--- config.mk ---
export PLATFORM = sky130hd
export DESIGN_NAME = vcd_decoder
export DESIGN_NICKNAME = d
export VERILOG_FILES = /design/src/rtl/vcd_decoder.v /design/src/rtl/vcd_dur_timer.v
export VERILOG_INCLUDE_DIRS = /design/src /design/src/rtl
export SDC_FILE = /design/constraint.sdc
export NUM_CORES = 1
export LEC_CHECK = 0
export BUFFER_PORTS_ARGS = -buffer_cell sky130_fd_sc_hd__buf_2
export CAP_MARGIN = 20
export CORE_MARGIN = 2
export CORE_UTILIZATION = 40
export CTS_CLUSTER_SIZE = 28
export DETAILED_ROUTE_END_ITERATION = 16
export PLACE_DENSITY = 0.57
export RECOVER_POWER = 100
export SETUP_SLACK_MARGIN = 0.5
export SLEW_MARGIN = 20
export SYNTH_ARGS = -nofsm -noshare
export SYNTH_HDL_FRONTEND = slang
export SYNTH_SLANG_ARGS = --single-unit
--- constraint.sdc ---
create_clock -name clk -period 3.2 [get_ports clk]
set_input_delay 0 -clock clk [delete_from_list [all_inputs] [get_ports clk]]
set_output_delay 0 -clock clk [all_outputs]
set_load 0.005 [all_outputs]
--- src/rtl/vcd_decoder_regs.vh ---
`ifndef VCD_DECODER_REGS_VH
`define VCD_DECODER_REGS_VH
// Summary of operation
// - Seven-bit command word, parallel or serial same order
// - Serial first bit: high command, low address
// - Options persist until power loss or reset
// - Option bits: source, standby conversion, amplitude
// - Option code accepted anytime, even during playback
// - Silence code 01x; serial bits 3,2 set ports
// - Channel select level picks silence channel
// - Silence time = address word times 16.384 ms
// - Port outputs low after power-on and reset
// - Tone is channel 1 only, separate generator
// - Tone mixed with 8 kHz phrase uses that rate
// - Tone code 100: bits 3..2 volume, 1..0 frequency
// - Tone volume 1/8, 1/4, 1/3, 1/2 full
// - Tone frequency 0.5, 1.0, 1.3, 2.0 kHz
// - Half-swing option halves tone volume too
// - Tone time = address word times 16.384 ms
// - Voice control 11: fade, repeat, attenuation fields
// - Repeat 1,2,4,infinite; attenuation 0,-6,-12,-18 dB
// - Voice control: select high channel 1, low 2
// - Voice control held until next voice control

// Register byte offsets
`define VCD_OFF_CTRL 8'h00
`define VCD_OFF_WORD 8'h04
`define VCD_OFF_STATUS 8'h08
`define VCD_OFF_CH1 8'h0C
`define VCD_OFF_CH2 8'h10
`define VCD_OFF_TONE 8'h14
`define VCD_OFF_PHRASE 8'h18

// Control register fields and reset value
`define VCD_CTRL_CHSEL 0
`define VCD_CTRL_SERIAL 1
`define VCD_CTRL_MIX8K 2
`define VCD_CTRL_RESET 3'h1

// Word register: type bit above the seven payload bits
`define VCD_WORD_TYPE 7

// Option defaults: filtered, standby enabled, full swing
`define VCD_OPT_RESET 3'h0

// Voice control default: no fade, one repeat, 0 dB
`define VCD_VCTL_RESET 5'h00
`define VCD_TONE_RESET 4'h0

// Pending interpretation of the next address word
`define VCD_PEND_PHRASE 2'h0
`define VCD_PEND_SIL 2'h1
`define VCD_PEND_TONE 2'h2

// Timing
`define VCD_CLK_NS 40
`define VCD_UNIT_NS 16384000
`define VCD_UNIT_CYCLES (`VCD_UNIT_NS / `VCD_CLK_NS)
`define VCD_TONE0_HALF_NS 1000000
`define VCD_TONE1_HALF_NS 500000
`define VCD_TONE2_HALF_NS 384615
`define VCD_TONE3_HALF_NS 250000
`define VCD_PHRASE8K_NS 125000
// Half periods in 40 ns clocks, truncated: 25000, 12500, 9615, 6250
`define VCD_T0_CYC 15'h61A8
`define VCD_T1_CYC 15'h30D4
`define VCD_T2_CYC 15'h258F
`define VCD_T3_CYC 15'h186A
// Phrase sample period at 8 kHz: 3125 clocks
`define VCD_8K_CYC 12'hC35

// Tone levels on an 8-bit full scale: 1/8, 1/4, 1/3, 1/2
`define VCD_LVL0 8'h20
`define VCD_LVL1 8'h40
`define VCD_LVL2 8'h55
`define VCD_LVL3 8'h80

// AXI responses
`define VCD_RESP_OKAY 2'h0
`define VCD_RESP_SLVERR 2'h2
`endif

--- src/rtl/vcd_decoder.v ---
`timescale 1ns/10ps
`include "vcd_decoder_regs.vh"
module vcd_decoder #(
    parameter UNIT_CYCLES = `VCD_UNIT_CYCLES
)(
    input wire clk,
    input wire rst_b,
    // AXI4-Lite slave
    input wire [7:0] s_axi_awaddr,
    input wire s_axi_awvalid,
    output wire s_axi_awready,
    input wire [31:0] s_axi_wdata,
    input wire [3:0] s_axi_wstrb,
    input wire s_axi_wvalid,
    output wire s_axi_wready,
    output wire [1:0] s_axi_bresp,
    output wire s_axi_bvalid,
    input wire s_axi_bready,
    input wire [7:0] s_axi_araddr,
    input wire s_axi_arvalid,
    output wire s_axi_arready,
    output wire [31:0] s_axi_rdata,
    output wire [1:0] s_axi_rresp,
    output wire s_axi_rvalid,
    input wire s_axi_rready,
    // Serial command input pins
    input wire ser_clk_pin,
    input wire ser_data_pin,
    // Decoded state
    output wire output_source_option,
    output wire standby_conversion_option,
    output wire amplitude_option,
    output wire cmd_bit3_port_out_hi,
    output wire cmd_bit2_port_out_lo,
    output wire [4:0] ch1_voice_ctrl,
    output wire [4:0] ch2_voice_ctrl,
    output wire ch1_silence,
    output wire ch2_silence,
    output wire tone_active,
    output wire tone_out,
    output wire [7:0] tone_level,
    output wire phrase_strobe,
    output wire [6:0] phrase_addr
);

////////////////////////////////////////////////////////////////////////
// Registers and control state

reg [2:0] ctrl_reg;
reg [7:0] word_reg;
reg [2:0] opt_reg;
reg [1:0] port_reg;
reg [4:0] vctl1_reg;
reg [4:0] vctl2_reg;
reg [3:0] tone_cfg_reg;
reg [1:0] pend_reg;
reg sil_ch1_reg;
reg [6:0] phrase_reg;
reg phrase_stb_reg;

wire chan_sel = ctrl_reg[`VCD_CTRL_CHSEL];
wire serial_mode = ctrl_reg[`VCD_CTRL_SERIAL];
wire mix_8k = ctrl_reg[`VCD_CTRL_MIX8K];

////////////////////////////////////////////////////////////////////////
// Serial input: two-stage synchronisers, then edge detect

reg [1:0] sclk_sync_reg;
reg [1:0] sdat_sync_reg;
reg sclk_last_reg;
reg [7:0] shift_reg;
reg [3:0] bit_cnt_reg;
reg ser_word_v_reg;
reg [7:0] ser_word_reg;

wire sclk_rise = sclk_sync_reg[1] & ~sclk_last_reg;

always @(posedge clk)
begin
    if (!rst_b)
    begin
        sclk_sync_reg <= 2'h0;
        sdat_sync_reg <= 2'h0;
        sclk_last_reg <= 1'b0;
        shift_reg <= 8'h00;
        bit_cnt_reg <= 4'h0;
        ser_word_v_reg <= 1'b0;
        ser_word_reg <= 8'h00;
    end
    else
    begin
        sclk_sync_reg <= {sclk_sync_reg[0], ser_clk_pin};
        sdat_sync_reg <= {sdat_sync_reg[0], ser_data_pin};
        sclk_last_reg <= sclk_sync_reg[1];
        ser_word_v_reg <= 1'b0;
        if (!serial_mode)
            bit_cnt_reg <= 4'h0;
        else if (sclk_rise)
        begin
            // Type bit first, then bit 6 down to bit 0
            shift_reg <= {shift_reg[6:0], sdat_sync_reg[1]};
            if (bit_cnt_reg == 4'h7)
            begin
                bit_cnt_reg <= 4'h0;
                ser_word_v_reg <= 1'b1;
                ser_word_reg <= {shift_reg[6:0], sdat_sync_reg[1]};
            end
            else
                bit_cnt_reg <= bit_cnt_reg + 4'h1;
        end
    end
end

////////////////////////////////////////////////////////////////////////
// AXI4-Lite slave

reg bvalid_reg;
reg [1:0] bresp_reg;
reg rvalid_reg;
reg [1:0] rresp_reg;
reg [31:0] rdata_reg;
reg [31:0] rd_mux;
reg rd_hit;

// A serial word owns the decoder this cycle; bus word waits
wire wr_go = s_axi_awvalid & s_axi_wvalid & ~bvalid_reg
    & ~ser_word_v_reg;
wire rd_go = s_axi_arvalid & ~rvalid_reg;
wire wr_lane0 = wr_go & s_axi_wstrb[0];
wire wr_ctrl = wr_lane0 & (s_axi_awaddr == `VCD_OFF_CTRL);
wire wr_word = wr_lane0 & (s_axi_awaddr == `VCD_OFF_WORD);
wire wr_known = (s_axi_awaddr == `VCD_OFF_CTRL)
    | (s_axi_awaddr == `VCD_OFF_WORD);

assign s_axi_awready = wr_go;
assign s_axi_wready = wr_go;
assign s_axi_bvalid = bvalid_reg;
assign s_axi_bresp = bresp_reg;
assign s_axi_arready = rd_go;
assign s_axi_rvalid = rvalid_reg;
assign s_axi_rresp = rresp_reg;
assign s_axi_rdata = rdata_reg;

wire sil1_act;
wire sil2_act;

always @*
begin
    rd_hit = 1'b1;
    rd_mux = 32'h00000000;
    case (s_axi_araddr)
        `VCD_OFF_CTRL: rd_mux = {29'h0, ctrl_reg};
        `VCD_OFF_WORD: rd_mux = {24'h0, word_reg};
        `VCD_OFF_STATUS: rd_mux = {22'h0, tone_active, sil2_act,
            sil1_act, pend_reg, port_reg, opt_reg};
        `VCD_OFF_CH1: rd_mux = {27'h0, vctl1_reg};
        `VCD_OFF_CH2: rd_mux = {27'h0, vctl2_reg};
        `VCD_OFF_TONE: rd_mux = {28'h0, tone_cfg_reg};
        `VCD_OFF_PHRASE: rd_mux = {25'h0, phrase_reg};
        default: rd_hit = 1'b0;
    endcase
end

always @(posedge clk)
begin
    if (!rst_b)
    begin
        bvalid_reg <= 1'b0;
        bresp_reg <= `VCD_RESP_OKAY;
        rvalid_reg <= 1'b0;
        rresp_reg <= `VCD_RESP_OKAY;
        rdata_reg <= 32'h00000000;
        ctrl_reg <= `VCD_CTRL_RESET;
        word_reg <= 8'h00;
    end
    else
    begin
        if (wr_go)
        begin
            bvalid_reg <= 1'b1;
            bresp_reg <= wr_known ? `VCD_RESP_OKAY : `VCD_RESP_SLVERR;
        end
        else if (s_axi_bready)
            bvalid_reg <= 1'b0;
        if (rd_go)
        begin
            rvalid_reg <= 1'b1;
            rdata_reg <= rd_mux;
            rresp_reg <= rd_hit ? `VCD_RESP_OKAY : `VCD_RESP_SLVERR;
        end
        else if (s_axi_rready)
            rvalid_reg <= 1'b0;
        if (wr_ctrl)
            ctrl_reg <= s_axi_wdata[2:0];
        if (wr_word)
            word_reg <= s_axi_wdata[7:0];
        else if (ser_word_v_reg)
            word_reg <= ser_word_reg;
    end
end

////////////////////////////////////////////////////////////////////////
// Command decode

wire word_v = wr_word | ser_word_v_reg;
wire [7:0] word_in = ser_word_v_reg ? ser_word_reg : s_axi_wdata[7:0];
wire is_cmd = word_v & word_in[`VCD_WORD_TYPE];
wire is_addr = word_v & ~word_in[`VCD_WORD_TYPE];
wire [6:0] bits = word_in[6:0];

// Option form 000 a s 0 v; other 00x shapes fall through
wire cmd_opt = is_cmd & (bits[6:4] == 3'h0) & ~bits[1];
wire cmd_sil = is_cmd & (bits[6:5] == 2'h1);
wire cmd_tone = is_cmd & (bits[6:4] == 3'h4);
wire cmd_vctl = is_cmd & (bits[6:5] == 2'h3);

wire sil_start = is_addr & (pend_reg == `VCD_PEND_SIL);
wire tone_start = is_addr & (pend_reg == `VCD_PEND_TONE);

always @(posedge clk)
begin
    if (!rst_b)
    begin
        opt_reg <= `VCD_OPT_RESET;
        port_reg <= 2'h0;
        vctl1_reg <= `VCD_VCTL_RESET;
        vctl2_reg <= `VCD_VCTL_RESET;
        tone_cfg_reg <= `VCD_TONE_RESET;
        pend_reg <= `VCD_PEND_PHRASE;
        sil_ch1_reg <= 1'b1;
        phrase_reg <= 7'h00;
        phrase_stb_reg <= 1'b0;
    end
    else
    begin
        phrase_stb_reg <= 1'b0;
        if (cmd_opt)
        begin
            // Taken even mid-playback; host re-sends the rest
            opt_reg <= {bits[3], bits[2], bits[0]};
            pend_reg <= `VCD_PEND_PHRASE;
        end
        if (cmd_sil)
        begin
            pend_reg <= `VCD_PEND_SIL;
            sil_ch1_reg <= chan_sel;
            if (serial_mode)
                port_reg <= bits[3:2];
        end
        if (cmd_tone)
        begin
            tone_cfg_reg <= bits[3:0];
            pend_reg <= `VCD_PEND_TONE;
        end
        if (cmd_vctl)
        begin
            // Other channel keeps its setting
            if (chan_sel)
                vctl1_reg <= bits[4:0];
            else
                vctl2_reg <= bits[4:0];
        end
        if (is_addr)
        begin
            if (pend_reg == `VCD_PEND_PHRASE)
            begin
                phrase_reg <= bits;
                phrase_stb_reg <= 1'b1;
            end
            pend_reg <= `VCD_PEND_PHRASE;
        end
    end
end

////////////////////////////////////////////////////////////////////////
// Duration timers, one unit step is 16.384 ms

wire [31:0] unit_full = UNIT_CYCLES;
wire [18:0] unit_cyc = unit_full[18:0];
wire tone_act;

vcd_dur_timer #(.UNIT_W(19)) u_sil1 (
    .clk(clk),
    .rst_b(rst_b),
    .start(sil_start & sil_ch1_reg),
    .units(bits),
    .unit_cycles(unit_cyc),
    .active(sil1_act),
    .done()
);

vcd_dur_timer #(.UNIT_W(19)) u_sil2 (
    .clk(clk),
    .rst_b(rst_b),
    .start(sil_start & ~sil_ch1_reg),
    .units(bits),
    .unit_cycles(unit_cyc),
    .active(sil2_act),
    .done()
);

vcd_dur_timer #(.UNIT_W(19)) u_tone (
    .clk(clk),
    .rst_b(rst_b),
    .start(tone_start),
    .units(bits),
    .unit_cycles(unit_cyc),
    .active(tone_act),
    .done()
);

////////////////////////////////////////////////////////////////////////
// Tone generator, independent of the phrase path

reg [14:0] half_cyc;
reg [14:0] tdiv_reg;
reg wave_reg;
reg [11:0] r8k_reg;
reg held_reg;
reg [7:0] lvl_raw;
reg [7:0] lvl_reg;

always @*
begin
    case (tone_cfg_reg[1:0])
        2'h0: half_cyc = `VCD_T0_CYC;
        2'h1: half_cyc = `VCD_T1_CYC;
        2'h2: half_cyc = `VCD_T2_CYC;
        2'h3: half_cyc = `VCD_T3_CYC;
        default: half_cyc = `VCD_T0_CYC;
    endcase
    case (tone_cfg_reg[3:2])
        2'h0: lvl_raw = `VCD_LVL0;
        2'h1: lvl_raw = `VCD_LVL1;
        2'h2: lvl_raw = `VCD_LVL2;
        2'h3: lvl_raw = `VCD_LVL3;
        default: lvl_raw = `VCD_LVL0;
    endcase
end

wire tick_8k = (r8k_reg == `VCD_8K_CYC - 12'h001);

always @(posedge clk)
begin
    if (!rst_b)
    begin
        tdiv_reg <= 15'h0000;
        wave_reg <= 1'b0;
        r8k_reg <= 12'h000;
        held_reg <= 1'b0;
        lvl_reg <= 8'h00;
    end
    else
    begin
        r8k_reg <= tick_8k ? 12'h000 : r8k_reg + 12'h001;
        if (!tone_act)
        begin
            tdiv_reg <= 15'h0000;
            wave_reg <= 1'b0;
        end
        else if (tdiv_reg >= half_cyc - 1'b1)
        begin
            tdiv_reg <= 15'h0000;
            wave_reg <= ~wave_reg;
        end
        else
            tdiv_reg <= tdiv_reg + 15'h0001;
        // Sample-and-hold at the phrase rate when mixed
        if (!mix_8k || tick_8k)
            held_reg <= wave_reg & tone_act;
        // Half swing halves the tone too
        lvl_reg <= opt_reg[0] ? {1'b0, lvl_raw[7:1]} : lvl_raw;
    end
end

////////////////////////////////////////////////////////////////////////
// Outputs

assign output_source_option = opt_reg[2];
assign standby_conversion_option = opt_reg[1];
assign amplitude_option = opt_reg[0];
assign cmd_bit3_port_out_hi = port_reg[1];
assign cmd_bit2_port_out_lo = port_reg[0];
assign ch1_voice_ctrl = vctl1_reg;
assign ch2_voice_ctrl = vctl2_reg;
assign ch1_silence = sil1_act;
assign ch2_silence = sil2_act;
assign tone_active = tone_act;
assign tone_out = held_reg;
assign tone_level = lvl_reg;
assign phrase_strobe = phrase_stb_reg;
assign phrase_addr = phrase_reg;
endmodule // vcd_decoder

--- src/rtl/vcd_dur_timer.v ---
`timescale 1ns/10ps
`include "vcd_decoder_regs.vh"
module vcd_dur_timer #(
    parameter UNIT_W = 19
)(
    input wire clk,
    input wire rst_b,
    input wire start,
    input wire [6:0] units,
    input wire [UNIT_W-1:0] unit_cycles,
    output wire active,
    output wire done
);
reg [UNIT_W-1:0] pre_reg;
reg [6:0] left_reg;
reg active_reg;
reg done_reg;

always @(posedge clk)
begin
    if (!rst_b)
    begin
        pre_reg <= {UNIT_W{1'b0}};
        left_reg <= 7'h00;
        active_reg <= 1'b0;
        done_reg <= 1'b0;
    end
    else
    begin
        done_reg <= 1'b0;
        if (start)
        begin
            // Zero units means no wait at all
            pre_reg <= {UNIT_W{1'b0}};
            left_reg <= units;
            active_reg <= (units != 7'h00);
            done_reg <= (units == 7'h00);
        end
        else if (active_reg)
        begin
            if (pre_reg == unit_cycles - 1'b1)
            begin
                pre_reg <= {UNIT_W{1'b0}};
                left_reg <= left_reg - 7'h01;
                if (left_reg == 7'h01)
                begin
                    active_reg <= 1'b0;
                    done_reg <= 1'b1;
                end
            end
            else
                pre_reg <= pre_reg + 1'b1;
        end
    end
end

assign active = active_reg;
assign done = done_reg;
endmodule // vcd_dur_timer

After elaboration in Yosys (flattened, before gate mapping)
Index checks and enable logic that the tools add are counted.

Bits in registers: 222. Bits of input ports: 61. Logic and storage cells: 195.

$add $sub $neg: 10. Magnitude comparators: 1. Eq/ne operators: 26. Multiplexer cells: 44. Bitwise operators: 33. Reduce and logical (&&, ||, !) cells: 42.

Operator list (number): 7-bit two-way mux (10); 10-bit case mux with 7 select lines (1); 15-bit case mux with 4 select lines (1); 19-bit by 1-bit adder with 19-bit output (second input constant) (3); 19-bit equality test (second input constant) (3); 19-bit two-way mux (3); 8-bit case mux with 4 select lines (1); 8-bit by 5-bit equality test with 1-bit output (second input constant) (3); 8-bit two-way mux (3); 2-bit AND reduction (11); 7-bit by 1-bit equality test with 1-bit output (second input constant) (3); 7-bit by 1-bit subtractor with 7-bit output (second input constant) (3); 1-bit bitwise AND (20); 2-bit nonzero test (10); 1-bit two-way mux (19); 8-bit by 3-bit equality test with 1-bit output (second input constant) (2); 8-bit by 4-bit equality test with 1-bit output (second input constant) (2); 8-bit logical NOT (2); 15-bit by 1-bit adder with 15-bit output (second input constant) (1); 15-bit greater-or-equal comparator (1); 15-bit by 1-bit subtractor with 15-bit output (second input constant) (1); 12-bit by 1-bit adder with 12-bit output (second input constant) (1); 12-bit equality test (second input constant) (1); 2-bit equality test (second input constant) (6); other kinds (18) (45).

Logic depth before layout (Yosys ltp)
Gate-level depths: netlist of the first run.

Depth after elaboration: 12. Depth in mapped cells: 11. Mapped depth without buffers: 10.

Cells and area by module
Synthesis of the first run repeated with hierarchy kept, for this count alone.

Cells, all modules: 1453. Area total of the unflattened synthesis: 12135.4 um^2.

Modules (own cells, without submodules): vcd_dur_timer (times used 3, cells each 268, area an instance 2132.0 um^2, sequential area each 560.5 um^2); vcd_decoder (times used 1, cells each 649, area an instance 5739.3 um^2, sequential area each 2302.2 um^2).

Least setup slack after synthesis of the first run
OpenSTA, ideal clock, no wires.

Kind: reg2reg. Start point: register tone_cfg_reg[0]. End point: register tdiv_reg[10]. Library setup time: 128 ps. Arrival time: 2333 ps. Required time: 3072 ps. Path slack: 739 ps. Stages on the path, launching flop included: 11. Buffers on the path: 1. Period minus slack after synthesis: 2461 ps. Cell sequence: dfxtp_1 -> inv_1 -> ha_1 -> inv_1 -> o21ai_0 -> ha_1 -> nand4_1 -> o311a_1 -> o2111ai_1 -> clkbuf_1 -> nor2_1.

Longest elaborated chain between the ends: 5. Elaborated cells between the ends (all ways): 8. Those cells by class: 1 x add/sub; 1 x order compare; 3 x eq/ne; 1 x mux; 2 x reduce/logical.

Ends and longest elaborated chain: start, declared (RTL line vcd_decoder.v:55) `reg [3:0] tone_cfg_reg;`; start signal, assigned (RTL line vcd_decoder.v:228) `` tone_cfg_reg <= `VCD_TONE_RESET; ``; start signal, assigned (RTL line vcd_decoder.v:252) `tone_cfg_reg <= bits[3:0];`; 2-bit equality test, or another cell as far along (RTL line vcd_decoder.v:325) `case (tone_cfg_reg[1:0])`; 15-bit case mux with 4 select lines * (RTL line vcd_decoder.v:325); 15-bit by 1-bit subtractor with 15-bit output * (RTL line vcd_decoder.v:361) `else if (tdiv_reg >= half_cyc - 1'b1)`; 15-bit greater-or-equal comparator * (RTL line vcd_decoder.v:361); 3-bit OR reduction (no source line) *; end signal, assigned (RTL line vcd_decoder.v:367) `tdiv_reg <= tdiv_reg + 15'h0001;`; end, declared (RTL line vcd_decoder.v:316) `reg [14:0] tdiv_reg;`.

Every way passes the cells marked *; elsewhere a longest branch is shown, timed or not. The select of a mux whose other input is x is not followed. A chain may end at the register's enable or synchronous reset.

Worst setup path in the final report of the first run
Start point: register tone_cfg_reg[0]. End point: register tdiv_reg[3].

The elaborated chain is that of the path after synthesis.

==> flow_summary.ini, run 1 <==
[outcome]
status = complete, no violations

[sta]
fin_crit_sh = 0.852
setup_viol = 0
fin_setup_tns_ns = 0
final_max_slew_viol_count = 0
tightestPinTransition_ns = 1.10
finalCriticalPeriod_ns = 2.73
fin_worst_skew_ns = 0.0151
slew_headroom = 0.267
rsz0062_at_grt = false
finalHoldViolCount = 0
fmax_mhz = 367

[detailed_routing]
routed_wl_mm = 21.9
drc_errors = 0
ant_nets = 0
post_drt_wl_per_cell_um = 14.4
routed_via_density = 5.09
dr.pass1.iters = 6
via_count = 7753
initialDrtViolationCount = 425

[synthesis]
synth_area_leaders = dfxtp_1 40%, xor2_1 4.9%, ha_1 4.9%, nor2_1 4.4%, nand2_1 4.1%
synth_edf_count = 0
ys_seq_area_frac = 0.401
ys.warnings.count = 0
yosys.area.top_type_share = 0.401
ys.flop_type = dfxtp_1
syn_area_um2 = 9790
synthArstFlopShare = 0
synthCells = 1093
synth_seq_cells = 196
yosysTopAreaCell = dfxtp_1
syn_avg_cell_area_um2 = 8.96
yosys.cell_types.count = 65

[cts]
clkTransAtPathRegs_ns = 0.08
cts_tree = yes
insertion_delay_ns = 0.44
root_buffer = clkbuf_16
clk_path_buf_depth = 2
h-tree-depth = 4
clock-sinks = 196
numCtsBuffers = 17

[finish]
final_cell_mix = 196 x dfxtp_1, 114 x nor2_1, 106 x nand2_1
antenna_cells = 0
syn2layout_area_growth_pct = 13.3
multiInputGateArea_um2 = 5410
final_common_cell = dfxtp_1
fill_cells = 2429
fin_nets = 1284
drive_above_1_share = 0.111
ff_latch_area_um2 = 3920

[power_and_ir_drop]
total_power_mw = 4.77
p_leak_nw = 4.38
ir_drop_mv = 0.272
power_per_cell_area_nw_per_um2 = 430

[die]
die-area_um2 = 25700
start_util = 0.405
die_h_um = 160
pin_count = 137
core_area_um2 = 24200
num_rows = 57
die_w_um = 160

[critical_path]
crit_path_end_kind = register
cp_slowest_cell = dfxtp_1
worstPathRequired_ns = 3.52
cpPeakStageDelay_ns = 0.53
cp-start-kind = register
cp.arrival_ns = 3.05
r2r_slack_ns = 0.47
worstPathCellList = inv_1, ha_1, inv_1, o21ai_0, ha_1, nand4_1, o311a_1, o2111ai_1, clkbuf_1, nor2_1
path_max_fanout = 9
crit_type = register to register

[min_path]
hold_class = input port to register

[global_route]
overflow = 0
antenna_found_initial = 0
grt_max_degree = 57
grtUsageTotal = 0.170
grt_pass1_vias = 7059
grt_first_pass_wirelength_mm = 35.9

[placement]
gp_congestion = 0.762
io_buffers = 85
dp_hpwl_mm = 15.5

[run]
drv_cap = 0
[final timing paths]
kind | from | to | depth (start not counted)
worst max-delay path | tone_cfg_reg[0]$_SDFFE_PN0P_ | tdiv_reg[3]$_SDFF_PP0_ | 10
worst min-delay path | s_axi_awaddr[6] | ctrl_reg[0]$_SDFFE_PN1P_ | 5
worst max register to register | tone_cfg_reg[0]$_SDFFE_PN0P_ | tdiv_reg[3]$_SDFF_PP0_ | 10
worst min register to register | sdat_sync_reg[0]$_SDFF_PN0_ | sdat_sync_reg[1]$_SDFF_PN0_ | 1
[cells in the mapped netlist, types with 8 or more instances]
library cell  instances
mux2i_1              36
nand4_1              34
nand3_1              51
clkbuf_1             35
nand3b_1              9
nor2_1              114
xor2_1               55
mux2_2               17
nor3_1               18
o21ai_0              42
buf_4                29
nand2b_1              9
nor2b_1              23
xnor2_1              36
and4_1               11
and3_1               20
a21boi_0             15
a21oi_1              37
ha_1                 38
inv_1                29
a31oi_1               8
dfxtp_1             196
nand2_1             106
and2_1               13
nor4_1                9
o211a_1              32
[through the flow]
step / area (µm²) / worst slack, ns / cells / utilization / hold slack [ns]
floorplan: 9880 / 0.739 / 1116 / - / 0.127
global placement: 10400 / 0.603 / 1471 / 0.431 / 0.214
detailed placement: 10400 / 0.503 / 1471 / 0.431 / 0.213
CTS: 11200 / 0.677 / 1522 / 0.462 / 0.0330
global route: 11100 / 0.266 / 1522 / 0.459 / 0.0712
finish: 11100 / 0.473 / 1522 / 0.459 / 0.0508
[area by class of cell]
class / count / area share
inverter: 29 / 0.00981
timing repair buffer: 122 / 0.0613
clock buffer: 19 / 0.0399
sequential: 196 / 0.354
tap: 324 / 0.0366
multi-input combinational: 819 / 0.488
clock inverter: 13 / 0.0107
[cell families after synthesis]
kind of cell | after synthesis | share of synthesized area
muxes | 55 | 0.0610
xor gates and xnor gates | 91 | 0.0814
DFF | 196 | 0.401
adders and majority gates | 38 | 0.0486
other | 2 | 0.000767
AOI/OAI and AO/OA | 164 | 0.117
buffers and inverters | 101 | 0.0534
and+or+nand+nor | 446 | 0.237
[worst max-delay path: cells and delay by family (launching register included)]
kind / cells / cell delay, ns
flops: 1 / 0.53
simple gates: 2 / 0.18
compound gates: 3 / 0.71
buf+inv: 3 / 0.61
fa+ha+maj: 2 / 0.56
[power breakdown]
| part | total [mW] | switching, mW | internal [mW] |
|---|---|---|---|
| clock | 2.07 | 1.02 | 1.05 |
| sequential | 2.48 | 0.0234 | 2.46 |
| combinational | 0.224 | 0.135 | 0.0894 |
| total | 4.77 | 1.18 | 3.59 |
[layer usage]
layer	part of all wire	track usage
met1	0.49	0.229
met2	0.47	0.285
met3	0.029	0.0266
met4	0.0081	0.0426
met5	0	0
[what timing repair did]
action                                  CTS  global route
endpoints found under the setup margin    8             8
hold buffers                             18             0
buffers inserted                          1             0
hold endpoints to repair                 18             0
pin swaps                                 1             0
gates resized for setup                   0             1
Power figures use the tool's default switching activity.
==> run 2: changes to the inputs <==
--- a/config.mk
+++ b/config.mk
@@ -14,6 +14,7 @@
 export DETAILED_ROUTE_END_ITERATION = 16
 export PLACE_DENSITY = 0.57
 export RECOVER_POWER = 100
+export REMOVE_ABC_BUFFERS = 1
 export SETUP_SLACK_MARGIN = 0.5
 export SLEW_MARGIN = 20
 export SYNTH_ARGS = -nofsm -noshare
==> flow_summary.ini, run 2 (synthesis results as in run 1) <==
[detailed_routing]
post_drt_wl_per_cell_um = 14.6
dr.pass1.iters = 5
initialDrtViolationCount = 441
ant_nets = 0
via_count = 7736
top_layer = met4
routed_wl_mm = 22.1
met1_length_mm = 11.2
routed_via_density = 5.10
dr_wl_met3_um = 682
wl_met2_mm = 9.97
drc_errors = 0

[sta]
fin_worst_skew_ns = 0.0105
fin_crit_sh = 0.820
finalCriticalPeriod_ns = 2.62
finalHoldViolCount = 0
fin_setup_tns_ns = 0
rsz0062_at_grt = false
fin_ws_ns = 0.576
whs_ns = 0.0377
tightestPinTransition_ns = 0.879
fmax_mhz = 381
slew_headroom = 0.410
setup_viol = 0
final_max_slew_viol_count = 0

[critical_path]
r2r_start = ser_word_v_reg$_SDFF_PN0_
crit_type = register to register
cp-startpoint = ser_word_v_reg$_SDFF_PN0_
path_max_fanout = 19
crit_path_end_kind = register
cp.arrival_ns = 2.91
worstPathRequired_ns = 3.49
cp-start-kind = register

[die]
pin_count = 137
die_w_um = 160
start_util = 0.405
die-area_um2 = 25700
core_area_um2 = 24200
die_h_um = 160
num_rows = 57

[global_route]
grt_pass1_vias = 7302
grtUsageTotal = 0.175
antenna_found_initial = 0
overflow = 0
grt_max_degree = 65
grt_first_pass_wirelength_mm = 37.2

[outcome]
status = complete, no violations

[finish]
ff_latch_area_um2 = 3920
design_area_um2 = 11100
antenna_cells = 0
syn2layout_area_growth_pct = 13.5
final_common_cell = dfxtp_1
final_cell_mix = 196 x dfxtp_1, 114 x nor2_1, 106 x nand2_1
fin_nets = 1280
drive_above_1_share = 0.116
final_util = 0.460
fill_cells = 2369
multiInputGateArea_um2 = 5410

[power_and_ir_drop]
power_per_cell_area_nw_per_um2 = 440
ir_drop_mv = 0.365
p_leak_nw = 4.40

[placement]
gp_congestion = 0.787
postPlaceCellArea_um2 = 10400
dp_hpwl_mm = 15.7
io_buffers = 85
dp_slack_ns = 0.727

[run]
drv_cap = 0

[cts]
insertion_delay_ns = 0.44
cts_tree = yes
clock-sinks = 196
root_buffer = clkbuf_16
clkTransAtPathRegs_ns = 0.08
cts_resized = 0
clk_path_buf_depth = 2
h-tree-depth = 4
numCtsBuffers = 17

[min_path]
hold_start = s_axi_awaddr[6]
hold_class = input port to register
==> run 2: cell types whose count changed in the layout (fill, tap and decap cells not counted), sizes merged <==
cell,before,now
clkbuf,55,49
clkinv,7,5
inv,35,39
buf,68,70
dlygate4sd3,18,16
==> run 2: cell type report <==
type                            count  area share
Multi-Input combinational cell    819       0.487
Sequential cell                   196       0.353
Timing Repair Buffer              118      0.0593
Clock buffer                       17      0.0383
Tap cell                          324      0.0365
Clock inverter                     15      0.0159
Inverter                           29     0.00980
==> run 2: per-layer routing <==
layer | global-route usage | vias up
met1 | 0.243 | 3644
li1 | - | 3960
met5 | 0 | -
met3 | 0.0341 | 20
met2 | 0.281 | 112
met4 | 0.0455 | 0
==> run 2: path summary, 6_finish.rpt <==
path / endpoint / slack (ns) / cells past startpoint
setup reg to reg: u_sil2.active$_SDFF_PN0_ / 0.58 / 6
setup / recovery: u_sil2.active$_SDFF_PN0_ / 0.58 / 6
hold reg to reg: sdat_sync_reg[1]$_SDFF_PN0_ / 0.44 / 1
hold / removal: ctrl_reg[0]$_SDFFE_PN1P_ / 0.04 / 5
==> run 2: timing repair <==
action	in CTS	in global routing
setup buffers	0	1
hold buffers	16	0
hold endpoints to repair	17	0
endpoints found under the setup margin	0	1
==> run 2: stage by stage <==
stage / power (mW) / cells
final: 4.89 / 1518
after global placement: 2.75 / 1469
after detailed placement: 2.75 / 1469
after global routing: 5.08 / 1518
after CTS: 4.96 / 1517
after floorplan: 2.64 / 1044
==> run 2: report_power, final <==
| part | switching (mW) | total (mW) | leakage, nW | internal, mW |
|---|---|---|---|---|
| Sequential | 0.0202 | 2.48 | 1.58 | 2.46 |
| Clock | 1.11 | 2.18 | 0.296 | 1.07 |
| Combinational | 0.140 | 0.228 | 2.53 | 0.0882 |
| Total | 1.27 | 4.89 | 4.40 | 3.61 |
==> run 2: critical path, stage by stage, from the launching register on <==
cell and delay [ns]:
dfxtp_1 0.56, clkbuf_2 0.50, mux2i_1 0.56, nand4_1 0.13, or3_1 0.46, o21ai_0 0.19
a31oi_1 0.05
